## config.mk

```make
export PLATFORM = sky130hd
export DESIGN_NAME = tos_output_stage
export DESIGN_NICKNAME = d
export VERILOG_FILES = /design/src/tos_fifo.v /design/src/tos_output_stage.v /design/src/tos_scale.v
export VERILOG_INCLUDE_DIRS = /design/src
export SDC_FILE = /design/constraint.sdc
export NUM_CORES = 2
export LEC_CHECK = 0
export BUFFER_PORTS_ARGS = -buffer_cell sky130_fd_sc_hd__buf_2
export CELL_PAD_IN_SITES_DETAIL_PLACEMENT = 1
export CELL_PAD_IN_SITES_GLOBAL_PLACEMENT = 1
export CORE_MARGIN = 5
export CORE_UTILIZATION = 40
export CTS_CLUSTER_SIZE = 20
export DETAILED_ROUTE_END_ITERATION = 8
export GPL_TIMING_DRIVEN = 0
export PLACE_DENSITY_LB_ADDON = 0.1
export SETUP_SLACK_MARGIN = 0.4
export SLEW_MARGIN = 30
export SYNTH_ARGS = -nofsm -noshare
export SYNTH_HDL_FRONTEND = slang
export SYNTH_SLANG_ARGS = --single-unit
```

## constraint.sdc

```tcl
create_clock -name clock -period 41.9 [get_ports clock]
set_input_delay 4.19 -clock clock [delete_from_list [all_inputs] [get_ports clock]]
set_output_delay 4.19 -clock clock [all_outputs]
set_load 0.02 [all_outputs]
```

## src/tos_regs.vh

```
`ifndef TOS_REGS_VH
`define TOS_REGS_VH

// Register byte offsets
`define TOS_ADR_CONFIG 8'h00
`define TOS_ADR_SWITCH 8'h04
`define TOS_ADR_ON_PERIOD 8'h08
`define TOS_ADR_OFF_PERIOD 8'h0C
`define TOS_ADR_FILTER 8'h10
`define TOS_ADR_LEVELS 8'h14
`define TOS_ADR_STATUS 8'h18

// tone_config_reg bits
`define TOS_CFG_TONE_ENABLE 0
`define TOS_CFG_PULSED_MODE 1
`define TOS_CFG_STOP_AT_END 2
`define TOS_CFG_WAVEFORM_SELECT 3
`define TOS_CFG_FILTER_INSERT 4
`define TOS_CFG_WIDTH 5

// tone_switch_reg bits
`define TOS_SW_TONE_TO_TX 0
`define TOS_SW_TONE_TO_RX 1
`define TOS_SW_DIRECT_SPEAKER 2
`define TOS_SW_DIAL_TONE_MODE 3
`define TOS_SW_ADD_EXTRA_GEN 4
`define TOS_SW_WIDTH 5

// Byte fields of the filter and level words
`define TOS_BYTE0 7:0
`define TOS_BYTE1 15:8
`define TOS_BYTE2 23:16
`define TOS_BYTE3 31:24
`define TOS_HALF0 15:0

// Status fields
`define TOS_ST_GATE 0
`define TOS_ST_OFF_PHASE 1
`define TOS_ST_DRAINING 2
`define TOS_ST_COUNT_LSB 8

// Reset values
`define TOS_RST_WORD 32'h00000000
`define TOS_RST_PERIOD 16'h0001

// Period unit of the on/off coefficients
`define TOS_UNIT_US 20000
`define TOS_CLK_MHZ 40
`define TOS_UNIT_CYCLES (`TOS_UNIT_US * `TOS_CLK_MHZ)

// Fixed point shifts of the coefficient bytes and of the dial-tone low-pass
`define TOS_SHIFT_LEVEL 8
`define TOS_SHIFT_SAT 6
`define TOS_SHIFT_CENTRE 6
`define TOS_SHIFT_BAND 7
`define TOS_SHIFT_ATTEN 8
`define TOS_SHIFT_LOWPASS 2

`endif

```

## src/tos_fifo.v

```verilog
`timescale 1ns/1ps
`default_nettype none

module tos_fifo #(
    parameter WIDTH = 16,
    parameter DEPTH = 16,
    parameter AW = 4
) (
    input wire clock,
    input wire reset,
    input wire in_valid,
    output wire in_ready,
    input wire [WIDTH-1:0] in_data,
    output wire out_valid,
    input wire out_ready,
    output wire [WIDTH-1:0] out_data,
    output reg [AW:0] count
);
    reg [WIDTH-1:0] mem [0:DEPTH-1];
    reg [AW-1:0] wr_ptr;
    reg [AW-1:0] rd_ptr;
    wire push;
    wire pop;

    assign in_ready = (count != DEPTH[AW:0]);
    assign out_valid = (count != {(AW+1){1'b0}});
    assign out_data = mem[rd_ptr];
    assign push = in_valid & in_ready;
    assign pop = out_valid & out_ready;

    always @(posedge clock)
    begin
        if (reset)
        begin
            wr_ptr <= {AW{1'b0}};
            rd_ptr <= {AW{1'b0}};
            count <= {(AW+1){1'b0}};
        end
        else
        begin
            if (push)
            begin
                mem[wr_ptr] <= in_data;
                wr_ptr <= (wr_ptr == DEPTH[AW-1:0] - 1'b1) ? {AW{1'b0}} : wr_ptr + 1'b1;
            end
            if (pop)
                rd_ptr <= (rd_ptr == DEPTH[AW-1:0] - 1'b1) ? {AW{1'b0}} : rd_ptr + 1'b1;
            if (push & ~pop)
                count <= count + 1'b1;
            else if (pop & ~push)
                count <= count - 1'b1;
        end
    end
endmodule // tos_fifo
`default_nettype wire

```

## src/tos_output_stage.v

```verilog
`timescale 1ns/1ps
`default_nettype none
`include "tos_regs.vh"

module tos_output_stage #(
    parameter UNIT_CYCLES = `TOS_UNIT_CYCLES,
    parameter FIFO_DEPTH = 16,
    parameter FIFO_AW = 4
) (
    input wire clock,
    input wire reset,
    input wire wb_cyc_i,
    input wire wb_stb_i,
    input wire wb_we_i,
    input wire [7:0] wb_adr_i,
    input wire [31:0] wb_dat_i,
    input wire [3:0] wb_sel_i,
    output reg [31:0] wb_dat_o,
    output reg wb_ack_o,
    input wire tone_valid,
    output wire tone_ready,
    input wire [15:0] tone_sample,
    input wire sequence_end,
    input wire signed [15:0] third_gen_sample,
    input wire signed [15:0] extra_gen_sample,
    input wire sample_strobe,
    output reg signed [15:0] tx_tone,
    output reg signed [15:0] rx_tone,
    output reg speaker_square,
    output reg speaker_active,
    output wire waveform_square,
    output wire add_extra_generator,
    output wire dial_tone_mode
);
    localparam ST_IDLE = 2'b00;
    localparam ST_ON = 2'b01;
    localparam ST_OFF = 2'b10;
    localparam ST_DRAIN = 2'b11;

    reg [`TOS_CFG_WIDTH-1:0] tone_config_reg;
    reg [`TOS_SW_WIDTH-1:0] tone_switch_reg;
    reg [15:0] on_period;
    reg [15:0] off_period;
    reg [31:0] filter_word;
    reg [31:0] level_word;

    reg [1:0] state;
    reg [1:0] next_state;
    reg [31:0] unit_count;
    reg [15:0] period_count;
    reg [15:0] next_period_count;
    wire unit_tick;

    reg signed [15:0] eq_x1;
    reg signed [15:0] eq_x2;
    reg signed [15:0] eq_y1;
    reg signed [15:0] eq_y2;
    reg signed [15:0] lp_state;

    wire tone_enable;
    wire pulsed_mode;
    wire stop_at_sequence_end;
    wire waveform_select;
    wire filter_insert;
    wire tone_to_tx;
    wire tone_to_rx;
    wire direct_speaker_route;
    wire gate;
    wire bus_req;
    wire [31:0] cfg_merged;
    wire [31:0] sw_merged;
    wire [31:0] on_merged;
    wire [31:0] off_merged;
    wire [FIFO_AW:0] fifo_count;
    wire fifo_valid;
    wire [15:0] fifo_data;
    wire signed [15:0] raw_tone;
    wire signed [15:0] gated_tone;
    wire signed [15:0] eq_out;
    wire signed [15:0] sat_out;
    wire signed [15:0] shaped_tone;
    wire signed [15:0] tx_scaled;
    wire signed [15:0] rx_scaled;
    wire signed [15:0] third_scaled;
    wire signed [15:0] extra_scaled;
    wire signed [15:0] dial_sum;
    wire signed [15:0] lp_next;

    // Saturating conversion of a wide sum to a sample
    function signed [15:0] clip16;
        input signed [31:0] value;
        begin
            if (value > 32'sh00007FFF)
                clip16 = 16'sh7FFF;
            else if (value < -32'sh00008000)
                clip16 = -16'sh8000;
            else
                clip16 = value[15:0];
        end
    endfunction

    // Byte-enable merge of a write into a register word
    function [31:0] merge;
        input [31:0] old_word;
        input [31:0] new_word;
        input [3:0] sel;
        integer i;
        begin
            merge = old_word;
            for (i = 0; i < 4; i = i + 1)
                if (sel[i])
                    merge[i*8 +: 8] = new_word[i*8 +: 8];
        end
    endfunction

    // A zero period still lasts one unit
    function [15:0] period_load;
        input [15:0] value;
        begin
            period_load = (value == 16'h0000) ? 16'h0001 : value;
        end
    endfunction

    assign tone_enable = tone_config_reg[`TOS_CFG_TONE_ENABLE];
    assign pulsed_mode = tone_config_reg[`TOS_CFG_PULSED_MODE];
    assign stop_at_sequence_end = tone_config_reg[`TOS_CFG_STOP_AT_END];
    assign waveform_select = tone_config_reg[`TOS_CFG_WAVEFORM_SELECT];
    assign filter_insert = tone_config_reg[`TOS_CFG_FILTER_INSERT];
    assign tone_to_tx = tone_switch_reg[`TOS_SW_TONE_TO_TX];
    assign tone_to_rx = tone_switch_reg[`TOS_SW_TONE_TO_RX];
    assign direct_speaker_route = tone_switch_reg[`TOS_SW_DIRECT_SPEAKER];
    assign dial_tone_mode = tone_switch_reg[`TOS_SW_DIAL_TONE_MODE];
    assign add_extra_generator = tone_switch_reg[`TOS_SW_ADD_EXTRA_GEN];

    // Generators forced to square on the speaker route
    assign waveform_square = direct_speaker_route | waveform_select;

    // Register bus
    assign bus_req = wb_cyc_i & wb_stb_i & ~wb_ack_o;
    assign cfg_merged = merge({27'h0000000, tone_config_reg}, wb_dat_i, wb_sel_i);
    assign sw_merged = merge({27'h0000000, tone_switch_reg}, wb_dat_i, wb_sel_i);
    assign on_merged = merge({16'h0000, on_period}, wb_dat_i, wb_sel_i);
    assign off_merged = merge({16'h0000, off_period}, wb_dat_i, wb_sel_i);

    always @(posedge clock)
    begin
        if (reset)
        begin
            wb_ack_o <= 1'b0;
            wb_dat_o <= `TOS_RST_WORD;
            tone_config_reg <= {`TOS_CFG_WIDTH{1'b0}};
            tone_switch_reg <= {`TOS_SW_WIDTH{1'b0}};
            on_period <= `TOS_RST_PERIOD;
            off_period <= `TOS_RST_PERIOD;
            filter_word <= `TOS_RST_WORD;
            level_word <= `TOS_RST_WORD;
        end
        else
        begin
            wb_ack_o <= bus_req;
            wb_dat_o <= `TOS_RST_WORD;
            if (bus_req & wb_we_i)
            begin
                case (wb_adr_i)
                    `TOS_ADR_CONFIG:
                        tone_config_reg <= cfg_merged[`TOS_CFG_WIDTH-1:0];
                    `TOS_ADR_SWITCH:
                        tone_switch_reg <= sw_merged[`TOS_SW_WIDTH-1:0];
                    `TOS_ADR_ON_PERIOD:
                        on_period <= on_merged[`TOS_HALF0];
                    `TOS_ADR_OFF_PERIOD:
                        off_period <= off_merged[`TOS_HALF0];
                    `TOS_ADR_FILTER:
                        filter_word <= merge(filter_word, wb_dat_i, wb_sel_i);
                    `TOS_ADR_LEVELS:
                        level_word <= merge(level_word, wb_dat_i, wb_sel_i);
                    default:
                        wb_dat_o <= `TOS_RST_WORD;
                endcase
            end
            else if (bus_req)
            begin
                case (wb_adr_i)
                    `TOS_ADR_CONFIG:
                        wb_dat_o <= {27'h0000000, tone_config_reg};
                    `TOS_ADR_SWITCH:
                        wb_dat_o <= {27'h0000000, tone_switch_reg};
                    `TOS_ADR_ON_PERIOD:
                        wb_dat_o <= {16'h0000, on_period};
                    `TOS_ADR_OFF_PERIOD:
                        wb_dat_o <= {16'h0000, off_period};
                    `TOS_ADR_FILTER:
                        wb_dat_o <= filter_word;
                    `TOS_ADR_LEVELS:
                        wb_dat_o <= level_word;
                    `TOS_ADR_STATUS:
                    begin
                        wb_dat_o <= `TOS_RST_WORD;
                        wb_dat_o[`TOS_ST_GATE] <= gate;
                        wb_dat_o[`TOS_ST_OFF_PHASE] <= (state == ST_OFF);
                        wb_dat_o[`TOS_ST_DRAINING] <= (state == ST_DRAIN);
                        wb_dat_o[`TOS_ST_COUNT_LSB +: FIFO_AW+1] <= fifo_count;
                    end
                    default:
                        wb_dat_o <= `TOS_RST_WORD;
                endcase
            end
        end
    end

    // Period time base
    assign unit_tick = (unit_count == UNIT_CYCLES - 1);

    always @(posedge clock)
    begin
        if (reset | unit_tick | (state == ST_IDLE))
            unit_count <= 32'h00000000;
        else
            unit_count <= unit_count + 32'h00000001;
    end

    // Control generator
    always @*
    begin
        next_state = state;
        next_period_count = period_count;
        case (state)
            ST_IDLE:
            begin
                if (pulsed_mode)
                begin
                    next_state = ST_ON;
                    next_period_count = period_load(on_period);
                end
                else if (tone_enable)
                    next_state = ST_ON;
            end
            ST_ON:
            begin
                if (~tone_enable & ~pulsed_mode)
                    next_state = stop_at_sequence_end ? ST_DRAIN : ST_IDLE;
                else if (pulsed_mode & unit_tick)
                begin
                    if (period_count <= 16'h0001)
                    begin
                        next_state = ST_OFF;
                        next_period_count = period_load(off_period);
                    end
                    else
                        next_period_count = period_count - 16'h0001;
                end
            end
            ST_OFF:
            begin
                if (~tone_enable & ~pulsed_mode)
                    next_state = ST_IDLE;
                else if (~pulsed_mode)
                    next_state = ST_ON;
                else if (unit_tick)
                begin
                    if (period_count <= 16'h0001)
                    begin
                        next_state = ST_ON;
                        next_period_count = period_load(on_period);
                    end
                    else
                        next_period_count = period_count - 16'h0001;
                end
            end
            ST_DRAIN:
            begin
                if (tone_enable | pulsed_mode)
                begin
                    next_state = ST_ON;
                    next_period_count = period_load(on_period);
                end
                else if (sequence_end)
                    next_state = ST_IDLE;
            end
            default:
                next_state = ST_IDLE;
        endcase
    end

    always @(posedge clock)
    begin
        if (reset)
        begin
            state <= ST_IDLE;
            period_count <= `TOS_RST_PERIOD;
        end
        else
        begin
            state <= next_state;
            period_count <= next_period_count;
        end
    end

    assign gate = (state == ST_ON) | (state == ST_DRAIN);

    // Incoming tone samples, drained once per codec sample
    tos_fifo #(
        .WIDTH(16),
        .DEPTH(FIFO_DEPTH),
        .AW(FIFO_AW)
    ) u_fifo (
        .clock(clock),
        .reset(reset),
        .in_valid(tone_valid),
        .in_ready(tone_ready),
        .in_data(tone_sample),
        .out_valid(fifo_valid),
        .out_ready(sample_strobe),
        .out_data(fifo_data),
        .count(fifo_count)
    );

    assign raw_tone = fifo_valid ? $signed(fifo_data) : 16'sh0000;
    assign gated_tone = gate ? raw_tone : 16'sh0000;

    // Band-pass equalizer
    assign eq_out = clip16(((($signed({{16{gated_tone[15]}}, gated_tone}) - $signed({{16{eq_x2[15]}}, eq_x2}))
        * $signed({1'b0, filter_word[`TOS_BYTE2]})) >>> `TOS_SHIFT_ATTEN)
        + (($signed({{16{eq_y1[15]}}, eq_y1}) * $signed(filter_word[`TOS_BYTE0])) >>> `TOS_SHIFT_CENTRE)
        + (($signed({{16{eq_y2[15]}}, eq_y2}) * $signed(filter_word[`TOS_BYTE1])) >>> `TOS_SHIFT_BAND));

    tos_scale #(.SHIFT(`TOS_SHIFT_SAT)) u_sat (
        .sample(eq_out),
        .coef(filter_word[`TOS_BYTE3]),
        .scaled(sat_out)
    );

    assign shaped_tone = filter_insert ? sat_out : gated_tone;

    tos_scale #(.SHIFT(`TOS_SHIFT_LEVEL)) u_tx (
        .sample(shaped_tone),
        .coef(level_word[`TOS_BYTE0]),
        .scaled(tx_scaled)
    );

    tos_scale #(.SHIFT(`TOS_SHIFT_LEVEL)) u_rx (
        .sample(shaped_tone),
        .coef(level_word[`TOS_BYTE1]),
        .scaled(rx_scaled)
    );

    tos_scale #(.SHIFT(`TOS_SHIFT_LEVEL)) u_third (
        .sample(third_gen_sample),
        .coef(level_word[`TOS_BYTE2]),
        .scaled(third_scaled)
    );

    tos_scale #(.SHIFT(`TOS_SHIFT_LEVEL)) u_extra (
        .sample(extra_gen_sample),
        .coef(level_word[`TOS_BYTE3]),
        .scaled(extra_scaled)
    );

    assign dial_sum = clip16({{16{third_scaled[15]}}, third_scaled}
        + {{16{extra_scaled[15]}}, extra_scaled});
    assign lp_next = clip16($signed({{16{lp_state[15]}}, lp_state})
        + (($signed({{16{dial_sum[15]}}, dial_sum}) - $signed({{16{lp_state[15]}}, lp_state}))
        >>> `TOS_SHIFT_LOWPASS));

    // Sample pipeline
    always @(posedge clock)
    begin
        if (reset)
        begin
            eq_x1 <= 16'sh0000;
            eq_x2 <= 16'sh0000;
            eq_y1 <= 16'sh0000;
            eq_y2 <= 16'sh0000;
            lp_state <= 16'sh0000;
            tx_tone <= 16'sh0000;
            rx_tone <= 16'sh0000;
            speaker_square <= 1'b0;
            speaker_active <= 1'b0;
        end
        else if (sample_strobe)
        begin
            eq_x1 <= gated_tone;
            eq_x2 <= eq_x1;
            eq_y1 <= eq_out;
            eq_y2 <= eq_y1;
            lp_state <= dial_tone_mode ? lp_next : 16'sh0000;
            if (dial_tone_mode)
                tx_tone <= lp_next;
            else
                tx_tone <= tone_to_tx ? tx_scaled : 16'sh0000;
            rx_tone <= tone_to_rx ? rx_scaled : 16'sh0000;
            speaker_square <= direct_speaker_route & gate & ~raw_tone[15];
            speaker_active <= direct_speaker_route & gate;
        end
    end
endmodule // tos_output_stage
`default_nettype wire

```

## src/tos_scale.v

```verilog
`timescale 1ns/1ps
`default_nettype none

module tos_scale #(
    parameter SHIFT = 8
) (
    input wire signed [15:0] sample,
    input wire [7:0] coef,
    output reg signed [15:0] scaled
);
    reg signed [25:0] prod;

    // Multiply by an unsigned byte, shift, clip at full scale
    always @*
    begin
        prod = sample * $signed({1'b0, coef});
        prod = prod >>> SHIFT;
        if (prod > 26'sh0007FFF)
            scaled = 16'sh7FFF;
        else if (prod < -26'sh0008000)
            scaled = -16'sh8000;
        else
            scaled = prod[15:0];
    end
endmodule // tos_scale
`default_nettype wire
```

== Word-level counts from Yosys, hierarchy flattened ==
Memories as Yosys holds them, arrays and structs flattened. A register that Yosys moved wholly into a read port is not among the register bits.
Index checks and enable logic that the tools add are counted.

* Output and inout port bits: 71
* Register bits: 316
* Input port bits: 100
* Memories: 1
* Memory bits (writable): 256

* $add $sub $neg: 12
* Bitwise gates (word level): 23
* Eq/ne operators: 26
* Reductions and logical operators: 23
* Magnitude comparators: 17
* Multiplexer cells: 58
* $mul: 8

{| class="wikitable"
|+ Memories
! memory !! words !! bits a word !! rd ports !! clocked after memory_dff !! wr ports !! RTL line !! RTL
|-
| u_fifo.mem || 16 || 16 || 1 || 1 || 1 || tos_fifo.v:19 || <nowiki>reg [WIDTH-1:0] mem [0:DEPTH-1];</nowiki>
|}

{| class="wikitable"
|+ Operators with widths
! kind !! count
|-
| 16-bit 2-to-1 mux || 34
|-
| 32-bit one-hot mux with 7 select lines || 1
|-
| 16-bit by 9-bit multiplier with 25-bit output || 5
|-
| 17-bit by 16-bit greater-than comparator with 1-bit output, second input constant || 6
|-
| 17-bit by 16-bit less-than comparator with 1-bit output, second input constant || 6
|-
| 16-bit one-hot mux with 4 select lines || 1
|-
| 16-bit by 8-bit multiplier with 24-bit output || 2
|-
| 3-bit AND reduction || 14
|-
| 16-bit by 16-bit subtractor with 17-bit output || 2
|-
| 32-bit by 1-bit adder with 32-bit output, second input constant || 1
|-
| 32-bit by 20-bit equality test with 1-bit output, second input constant || 1
|-
| 16-bit logical NOT || 2
|-
| 17-bit by 9-bit multiplier with 26-bit output || 1
|-
| 8-bit by 5-bit equality test with 1-bit output, second input constant || 3
|-
| 2-bit 2-to-1 mux || 12
|-
| 19-bit by 17-bit adder with 20-bit output || 1
|-
| 20-bit by 16-bit greater-than comparator with 1-bit output, second input constant || 1
|-
| 20-bit by 16-bit less-than comparator with 1-bit output, second input constant || 1
|-
| 18-bit by 18-bit adder with 19-bit output || 1
|-
| 19-bit by 16-bit greater-than comparator with 1-bit output, second input constant || 1
|-
| 19-bit by 16-bit less-than comparator with 1-bit output, second input constant || 1
|-
| 16-bit by 15-bit adder with 17-bit output || 1
|-
| 16-bit by 16-bit adder with 17-bit output || 1
|-
| 8-bit by 4-bit equality test with 1-bit output, second input constant || 2
|-
| other kinds (28) || 66
|}

== Depth between registers and ports, before layout ==
* Depth in word-level cells: 21
* Depth in mapped cells: 106
* Depth with buffers taken out: 100

== Modules after synthesis ==
From an unflattened synthesis, not the netlist that was laid out.

* Cell total of the unflattened synthesis: 6862
* Area, all modules: 65253.8 µm²

{| class="wikitable"
|+ Modules (own cells, without submodules)
! module !! seq. area each (µm²) !! area each (µm²) !! cells each !! instances
|-
| tos_output_stage || 6065.8 || 30680.7 || 3566 || 1
|-
| tos_fifo || 8027.7 || 10695.3 || 507 || 1
|-
| tos_scale at u_rx ... || 0.0 || 4760.8 || 545 || 2
|-
| tos_scale at u_extra || 0.0 || 4942.2 || 593 || 1
|-
| tos_scale at u_sat || 0.0 || 4747.1 || 557 || 1
|-
| tos_scale at u_tx || 0.0 || 4667.0 || 549 || 1
|}

== Least setup slack after synthesis ==
OpenSTA, ideal clock, no wires.

* Kind: register -> register
* From: reg with a tool-made name
* To: reg rx_tone[11]
* Period minus slack after synthesis: 23.423 ns
* Arrival time: 23.301 ns
* Cell stages (with the launch flop): 97
* Path slack: 18.477 ns
* Path buffers: 8
* Library setup time: 0.122 ns
* Cell sequence: dfxtp_1 -> clkbuf_1 -> clkbuf_1 -> buf_1 -> buf_1 -> mux4_2 -> mux4_2 -> and2_1 -> ha_1 -> o31a_1 -> o21ai_0 -> a21boi_0 -> o21ai_0 -> a21boi_0 -> nor2_1 -> nand2_1 -> fa_1 -> inv_1 -> [... 61 more ...] -> a21o_1 -> a21oi_1 -> nor2b_1 -> o21ai_0 -> nand2b_1 -> a21o_1 -> a21o_1 -> a21oi_1 -> o21ai_0 -> a21o_1 -> a31oi_1 -> o31a_2 -> o21bai_4 -> a211oi_2 -> nor3b_2 -> a211oi_4 -> buf_4 -> a221o_1

{| class="wikitable"
|+ RTL lines
! what !! RTL line !! RTL
|-
| end signal: assignment || tos_output_stage.v:391 || <nowiki>rx_tone <= tone_to_rx ? rx_scaled : 16'sh0000;</nowiki>
|-
| end: declaration || tos_output_stage.v:28 || <nowiki>output reg signed [15:0] rx_tone,</nowiki>
|}

==> flow_summary_export.csv <==
group,metric,value,unit
place,place_area,66300,sq um
synth,synth_cell_type_count,86,
global_route,grt_usage,23.9,%
die,core_area,154000,sq um
synth,synthFlopType,"dfxtp_1",
synth,synth_adder_area_share,36.2,%
drt,drc,0,
synth,synth_top_family_by_area,"adder cells",
timing,finalSetupViolCount,0,
synth,yosysWarnings,0,
finish,final_cell_area,68700,sq um
clock_tree,clk_pin_slew,0.06,ns
clock_tree,cts_setup_buffers,0,
drt,postRouteAntennaNets,0,
power_and_ir_drop,ir_worst_vdd,0.0399,mV
worst_setup_path,crit_path_max_incr_delay,0.75,ns
synth,async_flop_share,0,%
clock_tree,cts_buffer_depth,3,
die,rows,144,
worst_setup_path,crit_arrival,29.13,ns
synth,synthesis.nets,7842,
drt,route.vias.total,45704,
synth,avgSynthCellArea,9.66,sq um
drt,firstDrtPassIters,6,
place,globalplace.congestion,0.878,
finish,drive_gt1_share,7.22,%
place,place_inst,8683,
worst_setup_path,path_class,"flip-flop to flip-flop",
synth,syn_inst,6444,
global_route,grt_pass1_wl,301,mm
drt,via_per_inst,5.18,
timing,tightest_slew,1.13,ns
synth,synth_mux_area_share,5.78,%
timing,skew,0.0686,ns
place,portBuffers,167,
job,cap_violations,0,
worst_setup_path,cp_max_fo,10,
global_route,grt-ovfl-total,0,
drt,drtIter0Drc,2404,
synth,synth_seq_area_share,22.6,%
worst_setup_path,start_kind,"flip-flop",
timing,fin_crit,28.58,ns
synth,synth_common_cells,"inv_1 (1197), fa_1 (837), and2_1 (573)",
finish,instances_no_fill,8817,
finish,utilization,44.5,%
die,initial_utilization,40.3,%
worst_setup_path,slowest_stage,"nor2_1",
synth,synth_compound_area_share,7.56,%
clock_tree,clock-root-buffer,"clkbuf_16",
worst_setup_path,cp.required,42.44,ns
die,die_area,164000,sq um
status,status,"finished, final reports clean",
timing,fin_crit_sh,68.2,%
clock_tree,cts_tree,"yes",
timing,slew_viol_final,0,
clock_tree,cts_inserted_buffers,69,
synth,synth-xor-area-share,3.87,%
clock_tree,insertion_delay,0.68,ns
global_route,grt_max_degree,17,
hold_path,hold_path_class,"flip-flop to flip-flop",
worst_setup_path,cpMostUsedCell,"fa_1",
synth,ys_ff_latch,576,
finish,synthToLayoutAreaGrowth,10.4,%
synth,synth_edf_count,256,
die,io_pins,171,
power_and_ir_drop,p_leak,31.7,nW
worst_setup_path,crit_path_end_kind,"flip-flop",
finish,largest_register_ffs,256,
clock_tree,cts_resized,0,
synth,yosysMostFrequentCell,"inv_1",
drt,routed_wl,192,mm
timing,slew-limit-headroom,24.3,%
finish,regMostFlops,"u_fifo.mem",
timing,rsz0062_at_grt,"false",
synth,synth_area_leaders,"fa_1 (27%), edfxtp_1 (12%), dfxtp_1 (10%), ha_1 (9.3%), inv_1 (7.2%)",
power_and_ir_drop,power_density,21.7,nW/um^2
clock_tree,ctsHoldBuffers,0,
clock_tree,htreeDepth,3,
synth,synth-simple-area-share,15.3,%
synth,synth_area,62200,sq um
synth,yosys.area.top_type,"fa_1",
drt,avgRoutedWirePerCell,21.8,um
timing,hold_violations,0,
place,hpwl,160,mm
clock_tree,clock_sinks,576,
die,die_w,404,um
hold_path,hold_path_depth,2,
timing,fmax,35.0,MHz
die,die_h,404,um
global_route,grt_antenna_before_repair,31,
global_route,first_global_vias,49950,
timing,tns,0,ns
finish,nets,8108,
worst_setup_path,worstRegToRegCells,89,
synth,yosys.area.top_type_share,26.9,%
-- kinds of logic after synthesis --
| family | after synthesis |
|---|---|
| XOR/XNOR | 275 |
| buffers and inverters | 1425 |
| multiplexers | 256 |
| flip-flops | 576 |
| adder cells (fa/ha/maj) | 1301 |
| AND/OR/NAND/NOR | 1903 |
| AO/OA/AOI/OAI | 708 |
-- placed cells by master (no fill, tap or decap), types with 17 or more instances in the layout --
cell / n
mux2i_1: 167
o21bai_1: 40
xor2_1: 94
inv_1: 1197
o211ai_1: 22
xnor2_1: 178
clkbuf_16: 69
mux4_2: 82
and2_1: 573
dfxtp_1: 320
nor2_1: 406
o21ai_0: 99
fa_1: 837
or3_1: 18
nor4_1: 20
clkbuf_1: 199
ha_1: 461
and3_1: 31
nand3_1: 40
nand4_1: 17
a21o_1: 86
buf_2: 173
nand2_1: 518
o21a_1: 32
a22oi_1: 20
nor2b_1: 84
nor3_1: 53
edfxtp_1: 256
nand2b_1: 84
a211oi_1: 27
a21oi_1: 229
-- stage by stage --
stage / total power [mW] / setup WS [ns] / hold WS [ns]
after CTS: 1.51 / 12.69 / 0.463
final: 1.49 / 13.32 / 0.459
after global routing: 1.55 / 11.28 / 0.478
after floorplan: 0.773 / 18.48 / 0.430
after global placement: 0.866 / 13.20 / 0.449
after detailed placement: 0.873 / 12.79 / 0.456
-- routing by layer --
layer	part of all wire [%]	vias to the layer above	global-route usage [%]
met5	0.045	-	0
met4	2.3	14	4.66
met3	4.3	203	2.94
met2	47	820	39.9
met1	46	23637	33.6
li1	-	21030	-
-- path summary, 6_finish.rpt --
path | from | slack, ns | end
max | flip-flop | 13.32 | tx_tone[13]$_SDFFE_PP0P_
min | speaker_square$_SDFFE_PP0P_ | 0.46 | speaker_square$_SDFFE_PP0P_
max reg2reg | flip-flop | 13.32 | tx_tone[13]$_SDFFE_PP0P_
min reg2reg | speaker_square$_SDFFE_PP0P_ | 0.46 | speaker_square$_SDFFE_PP0P_
-- layout make-up --
class	count	area (sq um)
inverters	1198	4500
flip-flops and latches	576	14100
fillers	17571	85700
well taps	2044	2560
clock inverters	43	587
clock buffers	81	1830
plain buffers	227	881
diodes	10	25.0
repair buffers	195	1240
multi-input cells	4443	43000
-- power breakdown --
group | switching [mW] | internal (mW)
Clock | 0.268 | 0.364
Combinational | 0.163 | 0.0920
Sequential | 0.0105 | 0.596
-- worst max-delay path, delay by kind of cell, from the launching register on --
| kind | cells | cell delay [ns] |
|---|---|---|
| AO/OA/AOI/OAI | 36 | 9.13 |
| adder cells (fa/ha/maj) | 18 | 8.41 |
| buffers and inverters | 18 | 4.39 |
| AND/OR/NAND/NOR | 12 | 3.78 |
| multiplexers | 4 | 2.09 |
| flip-flops | 1 | 0.41 |
| XOR/XNOR | 1 | 0.22 |
Power figures use the tool's default switching activity.
